**config.mk**
```make
export PLATFORM = sky130hd
export DESIGN_NAME = gcpb_top
export DESIGN_NICKNAME = d
export VERILOG_FILES = /design/src/hw/gcpb_pkg.sv /design/src/hw/gcpb_sync2.sv /design/src/hw/gcpb_top.sv
export SDC_FILE = /design/constraint.sdc
export NUM_CORES = 1
export LEC_CHECK = 0
export BUFFER_PORTS_ARGS = -buffer_cell sky130_fd_sc_hd__buf_4
export CORE_UTILIZATION = 50
export DETAILED_ROUTE_END_ITERATION = 6
export GPL_TIMING_DRIVEN = 0
export PLACE_DENSITY = 0.75
export SETUP_SLACK_MARGIN = 0.5
export SYNTH_ARGS = -nofsm -noshare
export SYNTH_HDL_FRONTEND = slang
export SYNTH_SLANG_ARGS = --single-unit
```
**constraint.sdc**
```tcl
create_clock -name i_clk -period 2.83 [get_ports i_clk]
set_input_delay 0.4245 -clock i_clk [delete_from_list [all_inputs] [get_ports i_clk]]
set_output_delay 0.4245 -clock i_clk [all_outputs]
set_load 0.01 [all_outputs]
```
**src/hw/gcpb_pkg.sv**
```systemverilog
// Purpose: constants and carriers for the gpio configuration port bank
// Assumes: byte-wide host i/o cycles, one per clock strobe
// Notes:   offsets are configuration register indices
package gcpb_pkg;
	localparam logic [7:0] UNLOCK_KEY      = 8'h87;
	localparam logic [7:0] EXIT_KEY        = 8'haa;
	localparam logic [7:0] IDX_DEV_SELECT  = 8'h07;
	localparam logic [7:0] LDEV_GPIO       = 8'h07;
	localparam logic [7:0] LDEV_ENABLE     = 8'h09;
	localparam logic [7:0] OFS_BANK_ENABLE = 8'h30;
	localparam logic [7:0] OFS_DIRECTION   = 8'he0;
	localparam logic [7:0] OFS_PIN_DATA    = 8'he1;
	localparam logic [7:0] OFS_POLARITY    = 8'he2;
	localparam int         ENABLE_BIT      = 7;
	localparam logic [7:0] RST_BANK_ENABLE = 8'h00;
	localparam logic [7:0] RST_DIRECTION   = 8'hff;
	localparam logic [7:0] RST_PIN_DATA    = 8'h00;
	localparam logic [7:0] RST_POLARITY    = 8'h00;
	localparam logic [7:0] RST_INDEX       = 8'h00;
	localparam logic [7:0] RST_LDEV        = 8'h00;

	typedef enum logic [2:0] {
		GCPB_LOCKED = 3'b001,
		GCPB_HALF   = 3'b010,
		GCPB_OPEN   = 3'b100
	} gcpb_mode_e;

	// one host i/o cycle: port select 0 = index, 1 = data
	typedef struct packed {
		logic       wr;
		logic       rd;
		logic       port;
		logic [7:0] wdata;
	} gcpb_req_s;

	typedef struct packed {
		logic       valid;
		logic [7:0] rdata;
	} gcpb_rsp_s;
endpackage

```
**src/hw/gcpb_sync2.sv**
```systemverilog
// Purpose: two-flop synchroniser for a vector of pin levels
// Assumes: bits are independent levels
// Notes:   first stage read by second stage only
`timescale 1ns/1ps
`default_nettype none
module gcpb_sync2 #(
	parameter int W = 8
) (
	// clock and reset
	input  wire logic         i_clk,
	input  wire logic         i_rstn,
	// levels
	input  wire logic [W-1:0] i_d,
	output logic      [W-1:0] o_q
);
	typedef struct packed {
		logic [W-1:0] s1;
		logic [W-1:0] s2;
	} gcpb_sync_s;

	gcpb_sync_s st_ff;
	gcpb_sync_s nxt_st;

	always_comb begin
		nxt_st.s1 = i_d;
		nxt_st.s2 = st_ff.s1;
	end

	always_ff @(posedge i_clk or negedge i_rstn) begin
		if (!i_rstn) begin
			st_ff <= '0;
		end else begin
			st_ff <= nxt_st;
		end
	end

	assign o_q = st_ff.s2;
endmodule
`default_nettype wire

```
**src/hw/gcpb_top.sv**
```systemverilog
// Purpose: eight-line gpio bank behind an indexed configuration port
// Assumes: i_req carries one host i/o cycle per strobe, same clock domain
// Notes:   read data answers one cycle after the read strobe
//
// Operation
// - two back-to-back unlock key writes to index port open config mode
// - exit key write to index port closes mode; data port writes ignored and data port reads float high after
// - device-select register picks bank; device 7 exposes gpio registers
// - device 9 offset 30h bit 7 enables the gpio bank
// - direction bit one makes line input, zero makes it driven output
// - data bit writable for outputs only; inputs read pin value
// - polarity bit one inverts between pin and data in both directions
`timescale 1ns/1ps
`default_nettype none
module gcpb_top
	import gcpb_pkg::*;
#(
	parameter int N_LINES = 8
) (
	// clock and reset
	input  wire logic               i_clk,
	input  wire logic               i_rstn,
	// host configuration port
	input  wire gcpb_req_s          i_req,
	output gcpb_rsp_s               o_rsp,
	output logic                    o_cfg_open,
	// gpio pins
	input  wire logic [N_LINES-1:0] i_pin,
	output logic      [N_LINES-1:0] o_pin,
	output logic      [N_LINES-1:0] o_pin_oe
);
	typedef struct packed {
		gcpb_mode_e         mode;
		logic [7:0]         index;
		logic [7:0]         ldev;
		logic [7:0]         bank_en;
		logic [N_LINES-1:0] dir;
		logic [N_LINES-1:0] data;
		logic [N_LINES-1:0] pol;
		gcpb_rsp_s          rsp;
		logic [N_LINES-1:0] pin_out;
		logic [N_LINES-1:0] pin_oe;
		logic               open;
	} gcpb_state_s;

	gcpb_state_s st_ff;
	gcpb_state_s nxt_st;
	logic [N_LINES-1:0] pin_sync;
	logic [N_LINES-1:0] pin_seen;
	logic [N_LINES-1:0] data_view;
	logic               gpio_sel;
	logic               en_sel;
	logic               idx_wr;
	logic               dat_wr;
	logic               dat_rd;

	gcpb_sync2 #(
		.W(N_LINES)
	) u_pin_sync (
		.i_clk (i_clk),
		.i_rstn(i_rstn),
		.i_d   (i_pin),
		.o_q   (pin_sync)
	);

	// inputs fold polarity inward; outputs show the stored bit
	assign pin_seen  = pin_sync ^ st_ff.pol;
	assign data_view = (st_ff.dir & pin_seen) | (~st_ff.dir & st_ff.data);
	assign gpio_sel  = (st_ff.ldev == LDEV_GPIO);
	assign en_sel    = (st_ff.ldev == LDEV_ENABLE);
	assign idx_wr    = i_req.wr && !i_req.port;
	assign dat_wr    = i_req.wr && i_req.port && st_ff.mode == GCPB_OPEN;
	assign dat_rd    = i_req.rd && i_req.port && st_ff.mode == GCPB_OPEN;

	always_comb begin
		nxt_st           = st_ff;
		nxt_st.rsp.valid = 1'b0;
		// key sequence; any other index write between keys restarts it
		unique case (st_ff.mode)
			GCPB_LOCKED: begin
				if (idx_wr && i_req.wdata == UNLOCK_KEY) begin
					nxt_st.mode = GCPB_HALF;
				end
			end
			GCPB_HALF: begin
				if (idx_wr) begin
					nxt_st.mode = (i_req.wdata == UNLOCK_KEY) ?
						GCPB_OPEN : GCPB_LOCKED;
				end else if (i_req.wr || i_req.rd) begin
					nxt_st.mode = GCPB_LOCKED;
				end
			end
			GCPB_OPEN: begin
				if (idx_wr && i_req.wdata == EXIT_KEY) begin
					nxt_st.mode = GCPB_LOCKED;
				end else if (idx_wr) begin
					nxt_st.index = i_req.wdata;
				end
			end
			default: nxt_st.mode = GCPB_LOCKED;
		endcase

		if (dat_wr) begin
			if (st_ff.index == IDX_DEV_SELECT) begin
				nxt_st.ldev = i_req.wdata;
			end else if (en_sel && st_ff.index == OFS_BANK_ENABLE) begin
				nxt_st.bank_en = i_req.wdata;
			end else if (gpio_sel) begin
				unique case (st_ff.index)
					OFS_DIRECTION: nxt_st.dir = i_req.wdata[N_LINES-1:0];
					// input lines keep their stored bit
					OFS_PIN_DATA: nxt_st.data =
						(st_ff.dir & st_ff.data) |
						(~st_ff.dir & i_req.wdata[N_LINES-1:0]);
					OFS_POLARITY: nxt_st.pol = i_req.wdata[N_LINES-1:0];
					default: ;
				endcase
			end
		end

		if (i_req.rd && i_req.port) begin
			nxt_st.rsp.valid = 1'b1;
			nxt_st.rsp.rdata = 8'hff; // locked or unmapped reads float high
			if (dat_rd) begin
				if (st_ff.index == IDX_DEV_SELECT) begin
					nxt_st.rsp.rdata = st_ff.ldev;
				end else if (en_sel && st_ff.index == OFS_BANK_ENABLE) begin
					nxt_st.rsp.rdata = st_ff.bank_en;
				end else if (gpio_sel) begin
					unique case (st_ff.index)
						OFS_DIRECTION: nxt_st.rsp.rdata = 8'(st_ff.dir);
						OFS_PIN_DATA:  nxt_st.rsp.rdata = 8'(data_view);
						OFS_POLARITY:  nxt_st.rsp.rdata = 8'(st_ff.pol);
						default:       nxt_st.rsp.rdata = 8'hff;
					endcase
				end
			end
		end else if (i_req.rd) begin
			nxt_st.rsp.valid = 1'b1;
			nxt_st.rsp.rdata = st_ff.index;
		end

		// pins float while the bank is disabled
		nxt_st.pin_oe  = st_ff.bank_en[ENABLE_BIT] ? ~st_ff.dir : '0;
		nxt_st.pin_out = st_ff.data ^ st_ff.pol;
		nxt_st.open    = (nxt_st.mode == GCPB_OPEN);
	end

	always_ff @(posedge i_clk or negedge i_rstn) begin
		if (!i_rstn) begin
			st_ff.mode    <= GCPB_LOCKED;
			st_ff.index   <= RST_INDEX;
			st_ff.ldev    <= RST_LDEV;
			st_ff.bank_en <= RST_BANK_ENABLE;
			st_ff.dir     <= N_LINES'(RST_DIRECTION);
			st_ff.data    <= N_LINES'(RST_PIN_DATA);
			st_ff.pol     <= N_LINES'(RST_POLARITY);
			st_ff.rsp     <= '0;
			st_ff.pin_out <= '0;
			st_ff.pin_oe  <= '0;
			st_ff.open    <= 1'b0;
		end else begin
			st_ff <= nxt_st;
		end
	end

	assign o_rsp      = st_ff.rsp;
	assign o_cfg_open = st_ff.open;
	assign o_pin      = st_ff.pin_out;
	assign o_pin_oe   = st_ff.pin_oe;

	a_unlock_two_keys: assert property (
		@(posedge i_clk) disable iff (!i_rstn)
		(st_ff.mode == GCPB_LOCKED && idx_wr && i_req.wdata == UNLOCK_KEY)
		##1 (idx_wr && i_req.wdata == UNLOCK_KEY) |=> o_cfg_open)
		else $error("double unlock key did not open mode");
	a_restart_on_access: assert property (
		@(posedge i_clk) disable iff (!i_rstn)
		(st_ff.mode == GCPB_HALF && (i_req.wr || i_req.rd)
		&& !(idx_wr && i_req.wdata == UNLOCK_KEY)) |=> !o_cfg_open)
		else $error("mode opened across an interrupting access");
	a_single_key_closed: assert property (
		@(posedge i_clk) disable iff (!i_rstn)
		(st_ff.mode == GCPB_LOCKED) |=> !o_cfg_open)
		else $error("mode opened after a single key");
	a_exit_key_locks: assert property (
		@(posedge i_clk) disable iff (!i_rstn)
		(o_cfg_open && idx_wr && i_req.wdata == EXIT_KEY) |=> !o_cfg_open)
		else $error("exit key did not close mode");
	a_locked_no_write: assert property (
		@(posedge i_clk) disable iff (!i_rstn)
		(!o_cfg_open && i_req.wr && i_req.port) |=> $stable(st_ff.dir)
		&& $stable(st_ff.ldev) && $stable(st_ff.data))
		else $error("register changed while locked");
	a_locked_reads_float: assert property (
		@(posedge i_clk) disable iff (!i_rstn)
		(!o_cfg_open && i_req.rd && i_req.port) |=> o_rsp.rdata == 8'hff)
		else $error("locked data read did not float high");
	a_ldev_select: assert property (
		@(posedge i_clk) disable iff (!i_rstn)
		(dat_wr && st_ff.index == IDX_DEV_SELECT)
		|=> st_ff.ldev == $past(i_req.wdata))
		else $error("device select not stored");
	a_enable_gates_oe: assert property (
		@(posedge i_clk) disable iff (!i_rstn)
		!st_ff.bank_en[ENABLE_BIT] |=> o_pin_oe == '0)
		else $error("pins driven while bank disabled");
	a_dir_drives_oe: assert property (
		@(posedge i_clk) disable iff (!i_rstn)
		st_ff.bank_en[ENABLE_BIT] |=> o_pin_oe == ~$past(st_ff.dir))
		else $error("output enable does not follow direction");
	a_input_bit_held: assert property (
		@(posedge i_clk) disable iff (!i_rstn)
		(dat_wr && gpio_sel && st_ff.index == OFS_PIN_DATA)
		|=> (st_ff.data & $past(st_ff.dir))
		== ($past(st_ff.data) & $past(st_ff.dir)))
		else $error("input line data bit was written");
	a_input_reads_pin: assert property (
		@(posedge i_clk) disable iff (!i_rstn)
		(dat_rd && gpio_sel && st_ff.index == OFS_PIN_DATA)
		|=> (o_rsp.rdata[N_LINES-1:0] & $past(st_ff.dir))
		== (($past(pin_sync) ^ $past(st_ff.pol)) & $past(st_ff.dir)))
		else $error("input line read ignores pin or polarity");
	a_polarity_out: assert property (
		@(posedge i_clk) disable iff (!i_rstn)
		1'b1 |=> o_pin == ($past(st_ff.data) ^ $past(st_ff.pol)))
		else $error("driven level ignores polarity");
	a_read_answer_next: assert property (
		@(posedge i_clk) disable iff (!i_rstn)
		1'b1 |=> o_rsp.valid == $past(i_req.rd))
		else $error("read answer not one cycle after strobe");
	a_index_decode: assert property (
		@(posedge i_clk) disable iff (!i_rstn)
		(dat_wr && gpio_sel && st_ff.index == OFS_POLARITY)
		|=> st_ff.pol == $past(i_req.wdata[N_LINES-1:0]))
		else $error("data port ignored last index");
endmodule
`default_nettype wire

```
==> results_tabular.tex <==
\begin{tabular}{lr}
\hline
Metric & Value \\
\hline
\multicolumn{2}{l}{\textbf{Detailed routing}} \\
\quad Average detailed-routed wire length per instance & 17.5 um \\
\quad Residual DRC & 0 \\
\quad Drt via density & approximately 5.7 \\
\quad Wire length on met1 & 4050 um \\
\quad Wire length on met2 & 4580 um \\
\quad Number of nets with antenna violations after routing & 0 \\
\quad Number of vias in the routed layout & 3064 \\
\quad Highest routing layer actually used & met4 \\
\quad Total wire length & about 9400 um \\
\quad Routed met3 length & a little under 500 um \\
\quad Detailed router's first-iteration violation count & roughly 150 \\
\quad Number of detailed-routing iterations run before antenna repair & 5 \\
\multicolumn{2}{l}{\textbf{Worst setup path}} \\
\quad Category of the critical setup timing path & reg2reg \\
\quad Critical Path Sink Type & flop \\
\quad Combined buffer and inverter count along the critical path & 1 \\
\quad Gate family responsible for the most delay along the worst path & simple AND/OR/NAND/NOR gates \\
\quad Worst-path cell chain & nand4bb\_2, nor3\_4, or4b\_1, buf\_6, nor2\_2, mux2\_1 \\
\quad Arrival time worst endpoint & roughly 2500 ps \\
\quad Critical path startpoint category & flop \\
\quad Required time of the critical path & between 3000 and 4000 ps \\
\quad CP max stage cell & sky130\_fd\_sc\_hd\_\_or4b\_1 \\
\quad Crit Path Max Fanout & 8 \\
\quad Longest individual stage delay on the worst path & between 400 and 500 ps \\
\multicolumn{2}{l}{\textbf{Clock network}} \\
\quad Clock slew at reported path FFs & around 100 ps \\
\quad Clock latency reported for the late side of the worst-skew pair & about 380 ps \\
\quad Root buffer cell & sky130\_fd\_sc\_hd\_\_clkbuf\_8 \\
\quad Clock buffer depth & 2 \\
\quad Number of clock sinks seen by CTS & between 90 and 100 \\
\quad H-tree Lvls & 3 \\
\quad CTS tree & built \\
\quad Number of buffers added by the clock tree synthesis step & 9 \\
\multicolumn{2}{l}{\textbf{Timing}} \\
\quad Fin Clk Skew & 14.9 ps \\
\quad Worst max-slew margin expressed relative to the limit & 23.1\% \\
\quad Setup violators final & 0 \\
\quad Slew Limit Fails & 0 \\
\quad Worst slew pin tran & $\sim$1200 ps \\
\quad RSZ-0062 raised after global routing & yes \\
\quad Total Neg Setup Slack & 0 ps \\
\quad Minimum period implied by the final worst setup slack & approximately 2200 ps \\
\quad Max Clk Rate & about 0.45 GHz \\
\quad Portion of the clock cycle consumed by the worst path in the final layout & about four fifths \\
\quad Final hold violation count & 0 \\
\multicolumn{2}{l}{\textbf{Placed design}} \\
\quad Number of input and output port buffers inserted & 46 \\
\quad Detailed-placement wirelength estimate & between 6000 and 7000 um \\
\quad Final Wtd Congestion & around 0.86 \\
\quad DP Cell Count & just over 500 \\
\quad Area after DPL & roughly 4800 um\^{}2 \\
\multicolumn{2}{l}{\textbf{Global route}} \\
\quad Global route overflow & 0 \\
\quad Antenna violations before repair & 0 \\
\quad Total Routing Usage GR & approximately 22\% \\
\quad Vias in the first global route & 2922 \\
\quad First-pass GRT wire length & $\sim$15000 um \\
\quad Pin count of the biggest net entering global routing & 94 \\
\multicolumn{2}{l}{\textbf{Synth}} \\
\quad Number of standard cells after synthesis & 360 \\
\quad Most used flip-flop cell after synthesis & sky130\_fd\_sc\_hd\_\_dfrtp\_1 \\
\quad Post-Synth Adder-Cell Area & 0\% \\
\quad Count of flip-flops with a built-in enable after synthesis & 0 \\
\quad Register bit total from synthesis & between 90 and 100 \\
\quad Simple-gate portion of the synthesized area & between 15 and 20\% \\
\quad Average footprint of a synthesized cell & around 12 um\^{}2 \\
\quad Compound-Gate Fraction of Synth Area & under 10\% \\
\quad Synthesis warning total & 0 \\
\quad Main combinational cell family by area after synthesis & simple AND/OR/NAND/NOR gates \\
\quad Synthesized-area fraction occupied by xor and xnor cells & 2.43\% \\
\quad Syn nets & 381 \\
\quad Ys async rst share & 100\% \\
\quad Share of synthesized area spent on multiplexers & 12.5\% \\
\quad Sequential-to-total area share from yosys stat & a little over half \\
\quad Post-Synthesis Cell Area & 4320 um\^{}2 \\
\quad Cell variety after synth & 50 \\
\multicolumn{2}{l}{\textbf{Floorplan}} \\
\quad Horizontal die dimension & 94.9 um \\
\quad Die outline area & between 9000 and 10000 um\^{}2 \\
\quad Chip Height & roughly 95 um \\
\quad Top-Level Pins & 47 \\
\quad Area of the placeable core & between 8000 and 9000 um\^{}2 \\
\quad Effective utilization at floorplan & between 50 and 60\% \\
\quad Site Rows & 33 \\
\multicolumn{2}{l}{\textbf{Finish}} \\
\quad Cell area after layout & around 5000 um\^{}2 \\
\quad Final core utilization & 61.5\% \\
\quad Final net count & $\sim$450 \\
\quad Number of standard cells in the final layout excluding fillers & roughly 540 \\
\quad Layout cells sized above 1 & 38.4\% \\
\quad Layout-stage area growth over the synthesis result & 18.1\% \\
\quad Footprint of the flip-flops and latches & approximately 2300 um\^{}2 \\
\quad Ant diodes & 0 \\
\quad Layout fillers & a little under 700 \\
\quad Footprint of the multi-input gates & between 1500 and 2000 um\^{}2 \\
\multicolumn{2}{l}{\textbf{Pwr}} \\
\quad PwrDens & between 400 and 500 nW/um\^{}2 \\
\quad Reported leakage power & $\sim$2.4 nW \\
\quad Overall power after layout & roughly 2.4 mW \\
\quad Peak VDD IR & 405 uV \\
\multicolumn{2}{l}{\textbf{Run}} \\
\quad Max-capacitance violation count & 0 \\
\multicolumn{2}{l}{\textbf{Hold path}} \\
\quad Worst min-delay path class & in2reg \\
\multicolumn{2}{l}{\textbf{Status}} \\
\quad Status & complete, no violations \\
\hline
\end{tabular}
-- cells in the mapped netlist (5+ instances only) --
library cell | count | area share, %
sky130_fd_sc_hd__dfrtp_1 | 84 | 49
sky130_fd_sc_hd__nand2b_1 | 9 | 1.3
sky130_fd_sc_hd__o22ai_1 | 9 | 1.3
sky130_fd_sc_hd__mux2_1 | 11 | 2.9
sky130_fd_sc_hd__nand3b_1 | 5 | 0.87
sky130_fd_sc_hd__nand2_1 | 15 | 1.3
sky130_fd_sc_hd__clkbuf_1 | 5 | 0.43
sky130_fd_sc_hd__xor2_1 | 8 | 1.6
sky130_fd_sc_hd__nor2_2 | 10 | 1.4
sky130_fd_sc_hd__nor2_1 | 17 | 1.5
sky130_fd_sc_hd__mux2_2 | 37 | 9.6
sky130_fd_sc_hd__nor2b_1 | 14 | 2.0
sky130_fd_sc_hd__nor4_1 | 5 | 0.72
sky130_fd_sc_hd__dfstp_2 | 9 | 5.5
sky130_fd_sc_hd__buf_4 | 25 | 4.3
sky130_fd_sc_hd__a21oi_1 | 10 | 1.2
sky130_fd_sc_hd__o21ai_0 | 15 | 1.7
-- power by group --
| part | internal, mW | total, mW | switching [mW] | leakage (nW) |
|---|---|---|---|---|
| Combinational | 0.0554 | 0.124 | 0.0686 | 1.13 |
| Clock | 0.431 | 0.938 | 0.506 | 0.110 |
| Sequential | 1.35 | 1.36 | 0.00961 | 1.20 |
-- path summary, 6_finish.rpt --
path,slack [ps],end,depth (start not counted),startpoint
max reg2reg,600,flop,6,st_ff[70]
min in group asynchronous,250,st_ff[68],1,i_rstn
max,600,flop,6,st_ff[70]
min,140,u_pin_sync.nxt_st[3],1,i_pin[3]
max in group asynchronous,1820,st_ff[76],1,i_rstn
min reg2reg,360,u_pin_sync.o_q[0],0,u_pin_sync.nxt_st[0]
-- timing repair --
| action | CTS | global route |
|---|---|---|
| setup buffers | 3 | 5 |
| resized for setup | 1 | 3 |
| pin swaps | 2 | 2 |
| setup endpoints to repair | 16 | 23 |
| hold buffers | 0 | 0 |
| endpoints found under the hold margin | 0 | 0 |
-- area by class of cell --
class / count / area share (%)
Multi-Input combinational cell: 227 / 34.0
Clock buffer: 9 / 2.43
Sequential cell: 93 / 45.8
Inverter: 4 / 0.294
Clock inverter: 7 / 1.69
Timing Repair Buffer: 54 / 8.19
Buffer: 36 / 4.98
Tap cell: 105 / 2.58
-- state kept, by name (all words and copies together), names as in the netlist, named ones only --
register,flops
o_cfg_open,1
u_pin_sync.o_q,8
u_pin_sync.nxt_st,8
o_pin,8
o_pin_oe,8
o_rsp,9
st_ff,43
-- stage by stage --
stage | worst slack (ps) | hold WS [ps]
2_1_floorplan | 752 | 129
3_3_place_gp | 385 | 333
3_5_place_dp | 342 | 336
4_1_cts | 512 | 130
5_1_grt | 495 | 122
6_report | 603 | 145
-- per-layer routing --
metal / GRT usage (%) / up-vias
li1: - / 1396
met1: 29.2 / 1546
met2: 36.1 / 101
met3: 5.07 / 21
met4: 9.09 / 0
met5: 0 / -
-- cell usage in the layout, fill, tap and decap left out, types with 5 or more instances in the layout --
cell	count
sky130_fd_sc_hd__nand2b_1	9
sky130_fd_sc_hd__nor2_1	16
sky130_fd_sc_hd__clkbuf_1	5
sky130_fd_sc_hd__dfstp_2	9
sky130_fd_sc_hd__dfrtp_1	84
sky130_fd_sc_hd__mux2_2	37
sky130_fd_sc_hd__nor2_2	10
sky130_fd_sc_hd__nand3b_1	5
sky130_fd_sc_hd__buf_4	78
sky130_fd_sc_hd__nand2_1	15
sky130_fd_sc_hd__o21ai_0	15
sky130_fd_sc_hd__nor4_1	5
sky130_fd_sc_hd__mux2_1	11
sky130_fd_sc_hd__clkbuf_8	9
sky130_fd_sc_hd__a21oi_1	10
sky130_fd_sc_hd__xor2_1	8
sky130_fd_sc_hd__nor2b_1	14
sky130_fd_sc_hd__o22ai_1	9
-- cells by family (layout without fill, tap and decap cells) --
logic type / Yosys count / after routing
flip-flops: 93 / 93
AO/OA/AOI/OAI: 57 / 57
multiplexers: 48 / 48
AND/OR/NAND/NOR: 110 / 110
buffers and inverters: 40 / 110
XOR/XNOR: 12 / 12
Note: power is estimated with default switching activity, not from simulation.
